[src/mad_consts.svh]
// Constants for the move and arithmetic datapath.
// Assumes inclusion by bare name from every file that needs the numbers.
`ifndef MAD_CONSTS_SVH
`define MAD_CONSTS_SVH
`define MAD_BYTE_ZERO 8'h00
`define MAD_IMM_LO 8'h80
`define MAD_IMM_HI 8'h87
`define MAD_SYSREG_BIT 7
`define MAD_NIB_HI 7:4
`define MAD_NIB_LO 3:0
`define MAD_ROM_HI 15:8
`define MAD_ROM_LO 7:0
`endif

[src/mad_pkg.sv]
// Types shared by the datapath and its function unit.
// Assumes the opcode is already decoded by the decoder upstream.
`default_nettype none
package mad_pkg;
	typedef enum logic [4:0] {
		MAD_MOV_AM = 5'h00, MAD_MOV_MA = 5'h01, MAD_MOV_AI = 5'h02,
		MAD_MOV_MI = 5'h03, MAD_XCH = 5'h04, MAD_ROM_TABLE_LOOKUP = 5'h05,
		MAD_ADC_AM = 5'h06, MAD_ADC_MA = 5'h07, MAD_ADD_AM = 5'h08,
		MAD_ADD_MA = 5'h09, MAD_ADD_AI = 5'h0a, MAD_SBC_AM = 5'h0b,
		MAD_SBC_MA = 5'h0c, MAD_SUB_AM = 5'h0d, MAD_SUB_MA = 5'h0e,
		MAD_SUB_AI = 5'h0f, MAD_AND_AM = 5'h10, MAD_AND_MA = 5'h11,
		MAD_AND_AI = 5'h12, MAD_OR_AM = 5'h13, MAD_OR_MA = 5'h14,
		MAD_OR_AI = 5'h15, MAD_XOR_AM = 5'h16, MAD_XOR_MA = 5'h17,
		MAD_XOR_AI = 5'h18, MAD_SWAP = 5'h19, MAD_NIBBLE_SWAP_IN_PLACE = 5'h1a,
		MAD_RRC = 5'h1b, MAD_ROTATE_RIGHT_CARRY_MEMORY = 5'h1c, MAD_RLC = 5'h1d,
		MAD_ROTATE_LEFT_CARRY_MEMORY = 5'h1e, MAD_CLR = 5'h1f
	} mad_op_t;
	typedef enum logic [3:0] {
		MAD_FN_ADD = 4'h0, MAD_FN_ADC = 4'h1, MAD_FN_SUB = 4'h2,
		MAD_FN_SBC = 4'h3, MAD_FN_AND = 4'h4, MAD_FN_OR = 4'h5,
		MAD_FN_XOR = 4'h6, MAD_FN_PASSA = 4'h7, MAD_FN_PASSB = 4'h8,
		MAD_FN_SWAP = 4'h9, MAD_FN_RRC = 4'ha, MAD_FN_RLC = 4'hb,
		MAD_FN_ZERO = 4'hc
	} mad_fn_t;
	typedef enum logic [1:0] {
		MAD_ST_IDLE = 2'b00, MAD_ST_FETCH = 2'b01,
		MAD_ST_EXEC = 2'b10, MAD_ST_PEN = 2'b11
	} mad_st_t;
endpackage : mad_pkg
`default_nettype wire

[src/mad_alu_if.sv]
// Function-unit connection between the datapath and its adder/logic unit.
// Assumes a purely combinational unit on the alu side.
`timescale 1ns/100ps
`default_nettype none
interface mad_alu_if;
	import mad_pkg::*;
	mad_fn_t fn;
	logic [7:0] a;
	logic [7:0] b;
	logic cin;
	logic [7:0] res;
	logic cout;
	logic dcout;
	modport alu (input fn, a, b, cin, output res, cout, dcout);
	modport user (output fn, a, b, cin, input res, cout, dcout);
endinterface : mad_alu_if
`default_nettype wire

[src/mad_datapath.sv]
// Execution datapath for moves, arithmetic, logic and process operations.
// Assumes RAM and ROM return read data one clock after the read strobe.
// Notes on behaviour
// - Literal-to-memory move only writes addresses 0x80 to 0x87.
// - Bank-0 exchange swaps accumulator and memory, one cycle plus N.
// - Table lookup loads ROM word at Y,Z into R and A, two cycles.
// - Add with carry sums A, operand and C; C is the carry out.
// - Bank-0 add writes memory plus A back, updates C, one plus N.
// - Add literal to A in one cycle, C set on carry out.
// - Subtract with borrow: A minus operand minus not C; C low on borrow.
// - Subtract literal from A in one cycle, C cleared on borrow.
// - AND to memory writes back, touches only Z, one plus N cycles.
// - AND literal with A in one cycle, only Z affected.
// - XOR literal with A in one cycle, only Z affected.
// - Nibble swap loads A with swapped operand, flags unchanged.
// - Rotates go through C; memory form costs one plus N cycles.
// - Extra cycle N is one for RAM, zero for system registers.
`timescale 1ns/100ps
`default_nettype none
`include "mad_consts.svh"
module mad_datapath (
	// Clock and reset
	input wire logic clk,
	input wire logic rst_b,
	// Decoder side
	input wire logic op_valid,
	input wire mad_pkg::mad_op_t op_code,
	input wire logic op_bank0,
	input wire logic [7:0] op_addr,
	input wire logic [7:0] op_imm,
	input wire logic [7:0] idx_y,
	input wire logic [7:0] idx_z,
	output logic op_ready,
	output logic op_done,
	output logic op_illegal,
	// Data RAM and system registers
	output logic [7:0] mem_addr,
	output logic mem_bank0,
	output logic mem_rd,
	output logic mem_wr,
	output logic [7:0] mem_wdata,
	input wire logic [7:0] mem_rdata,
	// Program ROM
	output logic [15:0] rom_addr,
	output logic rom_rd,
	input wire logic [15:0] rom_rdata,
	// Architectural state
	output logic [7:0] acc,
	output logic [7:0] r_reg,
	output logic flag_c,
	output logic flag_dc,
	output logic flag_z
);
	import mad_pkg::*;

	////////////////////////////////////////////////////////////////////
	function automatic mad_fn_t fn_of(input mad_op_t op);
		unique case (op)
			MAD_ADC_AM, MAD_ADC_MA: fn_of = MAD_FN_ADC;
			MAD_ADD_AM, MAD_ADD_MA, MAD_ADD_AI: fn_of = MAD_FN_ADD;
			MAD_SBC_AM, MAD_SBC_MA: fn_of = MAD_FN_SBC;
			MAD_SUB_AM, MAD_SUB_MA, MAD_SUB_AI: fn_of = MAD_FN_SUB;
			MAD_AND_AM, MAD_AND_MA, MAD_AND_AI: fn_of = MAD_FN_AND;
			MAD_OR_AM, MAD_OR_MA, MAD_OR_AI: fn_of = MAD_FN_OR;
			MAD_XOR_AM, MAD_XOR_MA, MAD_XOR_AI: fn_of = MAD_FN_XOR;
			MAD_MOV_MA: fn_of = MAD_FN_PASSA;
			MAD_SWAP, MAD_NIBBLE_SWAP_IN_PLACE: fn_of = MAD_FN_SWAP;
			MAD_RRC, MAD_ROTATE_RIGHT_CARRY_MEMORY: fn_of = MAD_FN_RRC;
			MAD_RLC, MAD_ROTATE_LEFT_CARRY_MEMORY: fn_of = MAD_FN_RLC;
			MAD_CLR: fn_of = MAD_FN_ZERO;
			default: fn_of = MAD_FN_PASSB;
		endcase
	endfunction : fn_of

	function automatic logic dest_mem(input mad_op_t op);
		dest_mem = op inside {MAD_MOV_MA, MAD_MOV_MI, MAD_XCH, MAD_ADC_MA,
			MAD_ADD_MA, MAD_SBC_MA, MAD_SUB_MA, MAD_AND_MA, MAD_OR_MA,
			MAD_XOR_MA, MAD_NIBBLE_SWAP_IN_PLACE, MAD_ROTATE_RIGHT_CARRY_MEMORY, MAD_ROTATE_LEFT_CARRY_MEMORY, MAD_CLR};
	endfunction : dest_mem

	function automatic logic uses_imm(input mad_op_t op);
		uses_imm = op inside {MAD_MOV_AI, MAD_MOV_MI, MAD_ADD_AI,
			MAD_SUB_AI, MAD_AND_AI, MAD_OR_AI, MAD_XOR_AI};
	endfunction : uses_imm

	// Plain stores and clear are one cycle whatever the target
	function automatic logic pays_n(input mad_op_t op, input logic [7:0] a);
		pays_n = dest_mem(op) && !(op inside {MAD_MOV_MA, MAD_MOV_MI,
			MAD_CLR}) && !a[`MAD_SYSREG_BIT];
	endfunction : pays_n

	function automatic logic imm_bad(input mad_op_t op, input logic [7:0] a);
		imm_bad = op == MAD_MOV_MI && (a < `MAD_IMM_LO || a > `MAD_IMM_HI);
	endfunction : imm_bad

	////////////////////////////////////////////////////////////////////
	logic rst_meta_q;
	logic rst_q;
	always_ff @(posedge clk or negedge rst_b)
		if (!rst_b)
		begin
			rst_meta_q <= 1'b0;
			rst_q <= 1'b0;
		end
		else
		begin
			rst_meta_q <= 1'b1;
			rst_q <= rst_meta_q;
		end

	mad_st_t st_q;
	mad_op_t op_q;
	logic [7:0] addr_q;
	logic [7:0] imm_q;
	logic ready_q, done_q, illegal_q, bank0_q, rd_q, wr_q, rom_rd_q;
	logic [7:0] wdata_q, acc_q, r_q;
	logic [15:0] rom_addr_q;
	logic c_q, dc_q, z_q;
	logic accept;
	logic pen;
	mad_alu_if alu_bus ();

	assign accept = op_valid && ready_q;
	assign pen = op_q == MAD_ROM_TABLE_LOOKUP || pays_n(op_q, addr_q);

	assign alu_bus.fn = fn_of(op_q);
	assign alu_bus.a = acc_q;
	assign alu_bus.b = uses_imm(op_q) ? imm_q : mem_rdata;
	assign alu_bus.cin = c_q;

	mad_alu u_alu (
		.bus(alu_bus)
	);

	////////////////////////////////////////////////////////////////////
	// Sequencer: fetch, execute, optional penalty cycle
	always_ff @(posedge clk or negedge rst_q)
		if (!rst_q)
		begin
			st_q <= MAD_ST_IDLE;
			ready_q <= 1'b1;
			done_q <= 1'b0;
			illegal_q <= 1'b0;
		end
		else
		begin
			done_q <= 1'b0;
			illegal_q <= 1'b0;
			unique case (st_q)
				MAD_ST_IDLE:
					if (accept)
					begin
						st_q <= MAD_ST_FETCH;
						ready_q <= 1'b0;
					end
				MAD_ST_FETCH: st_q <= MAD_ST_EXEC;
				MAD_ST_EXEC:
					if (pen)
						st_q <= MAD_ST_PEN;
					else
					begin
						st_q <= MAD_ST_IDLE;
						ready_q <= 1'b1;
						done_q <= 1'b1;
						illegal_q <= imm_bad(op_q, addr_q);
					end
				MAD_ST_PEN:
				begin
					st_q <= MAD_ST_IDLE;
					ready_q <= 1'b1;
					done_q <= 1'b1;
				end
			endcase
		end

	// Operand capture and bus strobes
	always_ff @(posedge clk or negedge rst_q)
		if (!rst_q)
		begin
			op_q <= MAD_MOV_AM;
			addr_q <= `MAD_BYTE_ZERO;
			imm_q <= `MAD_BYTE_ZERO;
			bank0_q <= 1'b0;
			rd_q <= 1'b0;
			rom_rd_q <= 1'b0;
			rom_addr_q <= 16'h0000;
			wr_q <= 1'b0;
			wdata_q <= `MAD_BYTE_ZERO;
		end
		else
		begin
			rd_q <= 1'b0;
			rom_rd_q <= 1'b0;
			wr_q <= 1'b0;
			if (accept)
			begin
				op_q <= op_code;
				addr_q <= op_addr;
				imm_q <= op_imm;
				bank0_q <= op_bank0;
				rd_q <= !uses_imm(op_code) && op_code != MAD_ROM_TABLE_LOOKUP
					&& op_code != MAD_MOV_MA && op_code != MAD_CLR;
				rom_rd_q <= op_code == MAD_ROM_TABLE_LOOKUP;
				rom_addr_q <= {idx_y, idx_z};
			end
			if (st_q == MAD_ST_EXEC)
			begin
				// A rejected literal store never reaches the bus
				wr_q <= dest_mem(op_q) && !imm_bad(op_q, addr_q);
				wdata_q <= op_q == MAD_XCH ? acc_q : alu_bus.res;
			end
		end

	// Accumulator, R and flags change only in the execute cycle
	always_ff @(posedge clk or negedge rst_q)
		if (!rst_q)
		begin
			acc_q <= `MAD_BYTE_ZERO;
			r_q <= `MAD_BYTE_ZERO;
			c_q <= 1'b0;
			dc_q <= 1'b0;
			z_q <= 1'b0;
		end
		else if (st_q == MAD_ST_EXEC)
		begin
			if (op_q == MAD_ROM_TABLE_LOOKUP)
			begin
				acc_q <= rom_rdata[`MAD_ROM_LO];
				r_q <= rom_rdata[`MAD_ROM_HI];
			end
			else if (op_q == MAD_XCH)
				acc_q <= mem_rdata;
			else if (!dest_mem(op_q))
				acc_q <= alu_bus.res;
			unique case (fn_of(op_q))
				MAD_FN_ADD, MAD_FN_ADC, MAD_FN_SUB, MAD_FN_SBC:
				begin
					c_q <= alu_bus.cout;
					dc_q <= alu_bus.dcout;
					z_q <= alu_bus.res == `MAD_BYTE_ZERO;
				end
				MAD_FN_AND, MAD_FN_OR, MAD_FN_XOR:
					z_q <= alu_bus.res == `MAD_BYTE_ZERO;
				MAD_FN_RRC, MAD_FN_RLC: c_q <= alu_bus.cout;
				default:
				begin
				end
			endcase
		end

	assign op_ready = ready_q;
	assign op_done = done_q;
	assign op_illegal = illegal_q;
	assign mem_addr = addr_q;
	assign mem_bank0 = bank0_q;
	assign mem_rd = rd_q;
	assign mem_wr = wr_q;
	assign mem_wdata = wdata_q;
	assign rom_addr = rom_addr_q;
	assign rom_rd = rom_rd_q;
	assign acc = acc_q;
	assign r_reg = r_q;
	assign flag_c = c_q;
	assign flag_dc = dc_q;
	assign flag_z = z_q;

	////////////////////////////////////////////////////////////////////
	imm_range_a: assert property (@(posedge clk) disable iff (!rst_q)
		accept && imm_bad(op_code, op_addr) |-> ##3 op_illegal && !mem_wr)
		else $error("literal store outside range not refused");
	xch_swap_a: assert property (@(posedge clk) disable iff (!rst_q)
		accept && op_code == MAD_XCH |-> ##3 mem_wr
		&& mem_wdata == $past(acc, 3) && acc == $past(mem_rdata))
		else $error("exchange did not swap");
	table_load_a: assert property (@(posedge clk) disable iff (!rst_q)
		accept && op_code == MAD_ROM_TABLE_LOOKUP |-> ##1 rom_rd ##2
		acc == $past(rom_rdata[`MAD_ROM_LO]) && !op_done ##1 op_done)
		else $error("table lookup wrong data or timing");
	adc_sum_a: assert property (@(posedge clk) disable iff (!rst_q)
		st_q == MAD_ST_EXEC && op_q == MAD_ADC_AM |=> {flag_c, acc}
		== {1'b0, $past(acc)} + {1'b0, $past(mem_rdata)} + {8'h00, $past(c_q)})
		else $error("add with carry result wrong");
	sbc_borrow_a: assert property (@(posedge clk) disable iff (!rst_q)
		st_q == MAD_ST_EXEC && op_q == MAD_SBC_AM |=> {flag_c, acc}
		== {1'b0, $past(acc)} + {1'b0, ~$past(mem_rdata)} + {8'h00, $past(c_q)})
		else $error("subtract with borrow result wrong");
	logic_flags_a: assert property (@(posedge clk) disable iff (!rst_q)
		st_q == MAD_ST_EXEC && op_q == MAD_AND_AI |=> $stable(flag_c)
		&& $stable(flag_dc) && flag_z == (acc == 8'h00))
		else $error("logic op disturbed carry flags");
	swap_nib_a: assert property (@(posedge clk) disable iff (!rst_q)
		st_q == MAD_ST_EXEC && op_q == MAD_SWAP |=> acc == {$past(mem_rdata[3:0]),
		$past(mem_rdata[7:4])} && $stable({flag_c, flag_dc, flag_z}))
		else $error("nibble swap wrong");
	rotate_carry_a: assert property (@(posedge clk) disable iff (!rst_q)
		st_q == MAD_ST_EXEC && op_q == MAD_RLC |=> {flag_c, acc}
		== {$past(mem_rdata), $past(c_q)})
		else $error("rotate left through carry wrong");
	ram_penalty_a: assert property (@(posedge clk) disable iff (!rst_q)
		accept && pays_n(op_code, op_addr) |-> ##3 !op_done ##1 op_done)
		else $error("RAM operand penalty cycle missing");
	sysreg_nopen_a: assert property (@(posedge clk) disable iff (!rst_q)
		accept && dest_mem(op_code) && op_addr[`MAD_SYSREG_BIT] |-> ##3 op_done)
		else $error("system register charged extra cycle");
	clear_zero_a: assert property (@(posedge clk) disable iff (!rst_q)
		accept && op_code == MAD_CLR |-> ##3 op_done && mem_wr
		&& mem_wdata == 8'h00 && $stable({flag_c, flag_dc, flag_z}))
		else $error("clear wrote nonzero or moved flags");
endmodule : mad_datapath
`default_nettype wire

[src/mad_alu.sv]
// Combinational adder, logic and shift unit of the datapath.
// Assumes a is the accumulator and b the memory, literal or rotate operand.
`timescale 1ns/100ps
`default_nettype none
module mad_alu (
	// Function-unit connection
	mad_alu_if.alu bus
);
	import mad_pkg::*;
	logic [7:0] bb;
	logic ci;
	logic [8:0] sum9;
	logic [4:0] sum5;
	always_comb
	begin
		// One adder serves both add and subtract: carry means no borrow
		bb = bus.b;
		ci = 1'b0;
		if (bus.fn == MAD_FN_SUB || bus.fn == MAD_FN_SBC)
			bb = ~bus.b;
		if (bus.fn == MAD_FN_ADC || bus.fn == MAD_FN_SBC)
			ci = bus.cin;
		else if (bus.fn == MAD_FN_SUB)
			ci = 1'b1;
		sum9 = {1'b0, bus.a} + {1'b0, bb} + {8'h00, ci};
		sum5 = {1'b0, bus.a[`MAD_NIB_LO]} + {1'b0, bb[`MAD_NIB_LO]}
			+ {4'h0, ci};
		bus.dcout = sum5[4];
		bus.cout = sum9[8];
		unique case (bus.fn)
			MAD_FN_ADD, MAD_FN_ADC, MAD_FN_SUB, MAD_FN_SBC:
				bus.res = sum9[7:0];
			MAD_FN_AND: bus.res = bus.a & bus.b;
			MAD_FN_OR: bus.res = bus.a | bus.b;
			MAD_FN_XOR: bus.res = bus.a ^ bus.b;
			MAD_FN_PASSA: bus.res = bus.a;
			MAD_FN_PASSB: bus.res = bus.b;
			MAD_FN_SWAP: bus.res = {bus.b[`MAD_NIB_LO], bus.b[`MAD_NIB_HI]};
			MAD_FN_RRC:
			begin
				bus.res = {bus.cin, bus.b[7:1]};
				bus.cout = bus.b[0];
			end
			MAD_FN_RLC:
			begin
				bus.res = {bus.b[6:0], bus.cin};
				bus.cout = bus.b[7];
			end
			MAD_FN_ZERO: bus.res = `MAD_BYTE_ZERO;
			default: bus.res = `MAD_BYTE_ZERO;
		endcase
	end
endmodule : mad_alu
`default_nettype wire

[config.mk]
export PLATFORM = sky130hd
export DESIGN_NAME = mad_datapath
export DESIGN_NICKNAME = d
export VERILOG_FILES = /design/src/mad_pkg.sv /design/src/mad_alu_if.sv /design/src/mad_datapath.sv /design/src/mad_alu.sv
export VERILOG_INCLUDE_DIRS = /design/src
export SDC_FILE = /design/constraint.sdc
export NUM_CORES = 1
export LEC_CHECK = 0
export BUFFER_PORTS_ARGS = -buffer_cell sky130_fd_sc_hd__clkbuf_2
export CAP_MARGIN = 10
export CELL_PAD_IN_SITES_DETAIL_PLACEMENT = 1
export CELL_PAD_IN_SITES_GLOBAL_PLACEMENT = 2
export CORE_MARGIN = 1.5
export CORE_UTILIZATION = 36
export DETAILED_ROUTE_END_ITERATION = 10
export PLACE_DENSITY_LB_ADDON = 0.1
export SETUP_SLACK_MARGIN = 0.1
export SLEW_MARGIN = 30
export SYNTH_ARGS = -nofsm -noshare
export SYNTH_HDL_FRONTEND = slang
export SYNTH_SLANG_ARGS = --single-unit
[constraint.sdc]
create_clock -name clk -period 6.2 [get_ports clk]
set_input_delay 1.24 -clock clk [delete_from_list [all_inputs] [get_ports clk]]
set_output_delay 1.24 -clock clk [all_outputs]
set_load 0.05 [all_outputs]
==> results.py <==
metrics = {
    "cells_and_area": {
        "largest_reg_flops": 16,
        "area_growth_pct": 20.4,
        "drive_gt1_share_pct": 32.9,
        "final_common_cell": "clkbuf_2",
        "design_area_um2": 6280,
        "final_cell_mix": "clkbuf_2 (122), dfrtp_1 (73), nor2_1 (47), mux2_2 (46), inv_1 (37)",
        "nets": 756,
        "nFillCells": 1659,
        "diodes": 0,
    },
    "logic_synthesis": {
        "syn_nets": 645,
        "synth_warnings": 0,
        "synth_cell_type_count": 87,
        "ys.flop_type": "dfrtp_1",
        "yosysSeqAreaShare_pct": 36.0,
        "syn_inst": 544,
        "ys_ff_latch": 75,
        "postSynthAreaPerCell_um2": 9.59,
        "syn_area_um2": 5220,
        "synthArstFlopShare_pct": 100,
        "synth-edff-count": 0,
    },
    "grt": {
        "overflow": 0,
        "grt_pass1_wl_mm": 27.3,
        "grt.total_usage_pct": 23.7,
        "grt_max_degree": 74,
        "grt_pass1_vias": 4909,
        "antenna_found_initial": 0,
    },
    "run_status": {
        "status": "complete, no violations",
    },
    "timing": {
        "fmax_mhz": 191,
        "worstMarginPinSlew_ns": 0.972,
        "rsz0062_at_grt": "no",
        "setup-tns-final_ns": 0,
        "hold_violations": 0,
        "fin_skew_ns": 0.0115,
        "layout_min_cycle_time_ns": 5.23,
        "period_share_pct": 84.4,
        "max_slew_margin_pct": 34.8,
        "drv_slew": 0,
        "setup_viol": 0,
        "whs_ns": 0.271,
        "setup_ws_ns": 0.965,
    },
    "place": {
        "dpl_worst_slack_ns": 1.06,
        "dp_hpwl_mm": 13.3,
        "place_area_um2": 5940,
        "port_buffers": 122,
        "place.gp.congestion": 0.969,
    },
    "route": {
        "dr.first_iter.drc_count": 226,
        "wl_per_cell_um": 20.2,
        "wl_mm": 17.0,
        "vias_per_cell": 5.53,
        "vias": 4644,
        "drc": 0,
        "ant_nets": 0,
        "first_pass_iters": 4,
    },
    "cts": {
        "cts_max_level": 3,
        "cts_resized": 0,
        "clockBufferDepth": 2,
        "postCtsSetupRepairBufs": 0,
        "cts_hold_buf": 0,
        "clk_pin_slew_ns": 0.06,
        "clock_latency_ns": 0.34,
        "cts_tree": "built",
        "cts_sinks": 75,
        "cts_buffers": 9,
        "cts_root_buf": "clkbuf_16",
    },
    "floorplanning": {
        "coreArea_um2": 14000,
        "pin_count": 123,
        "dieWidth_um": 123,
        "die_area_um2": 15200,
        "die-height_um": 123,
        "rows": 43,
        "start_util_pct": 37.3,
    },
    "run": {
        "max_cap_viol_count": 0,
    },
    "setup_path": {
        "crit_path_start_kind": "flip-flop",
        "cp_data_required_time_ns": 6.45,
        "crit_fanout": 9,
        "cp.arrival_ns": 5.49,
        "path_class": "reg -> reg",
        "cp-end-kind": "flip-flop",
    },
    "min_path": {
        "worstHoldPathType": "reg -> async",
    },
}
cell families after synthesis:
logic type	Yosys count	share of synthesized area, %
compound gates	145	19.6
xor+xnor	10	1.68
fa+ha+maj	36	8.93
buf+inv	64	5.42
flops	75	36.0
mux	54	12.0
other cells	1	0.0719
simple gates	159	16.2
per-stage QoR:
| stage | std cells | util (%) |
|---|---|---|
| 3_5_place_dp | 823 | 42.5 |
| 6_report | 840 | 44.9 |
| 3_3_place_gp | 823 | 42.5 |
| 2_1_floorplan | 544 | - |
| 4_1_cts | 839 | 44.7 |
| 5_1_grt | 840 | 44.9 |
cells in the mapped netlist (11+ instances only):
cell type / instances / area [um^2]
mux2_2: 46 / 518
nand3_1: 14 / 70.1
ha_1: 34 / 425
nand2_1: 33 / 124
clkbuf_1: 13 / 48.8
a21oi_1: 23 / 115
o21ai_0: 33 / 165
dfrtp_1: 74 / 1850
nor3_1: 11 / 55.1
nor2_1: 47 / 176
inv_1: 37 / 139
a31oi_1: 11 / 68.8
o211ai_1: 11 / 82.6
per-layer routing:
metal | track usage (%) | part of all wire [%] | vias to the layer above
li1 | - | - | 2196
met1 | 33.8 | 46 | 2295
met2 | 37.0 | 47 | 135
met3 | 3.69 | 5.8 | 18
met4 | 7.11 | 1.5 | 0
met5 | 0 | 0 | -
worst paths after layout:
path / startpoint / end / slack (ns) / depth (start not counted)
worst max-delay path: op_q[1] / flag_z / 0.97 / 16
worst min-delay path: rst_q / imm_q[6] / 0.27 / 0
worst max register to register: op_q[1] / flag_z / 0.97 / 16
worst min register to register: rst_q / imm_q[6] / 0.27 / 0
max in group asynchronous: rst_q / op_ready / 5.31 / 1
min in group clk: rst_meta_q / rst_q / 0.36 / 0
final cells by class:
class / instances / area (um^2) / area share, %
sequential: 75 / 1880 / 30.0
multi-input combinational: 405 / 3050 / 48.6
clock buffer: 10 / 239 / 3.81
inverter: 37 / 139 / 2.21
tap: 180 / 225 / 3.59
timing repair buffer: 127 / 668 / 10.6
clock inverter: 6 / 71.3 / 1.14
worst max-delay path: stages (launching register included):
cell	delay, ns
dfrtp_1	0.52
inv_1	0.17
ha_1	0.28
and4b_1	0.23
or3_1	0.45
nor2_2	0.27
mux2_4	0.39
xnor2_1	0.25
ha_1	0.28
a21oi_1	0.23
o21a_1	0.16
nor2_1	0.05
or3_1	0.33
a32o_1	0.28
or4b_4	0.54
or4_4	0.55
o31ai_4	0.18
Power is not shown: default switching activity piles up to over one toggle a cycle in this logic, so the estimate is an artifact.
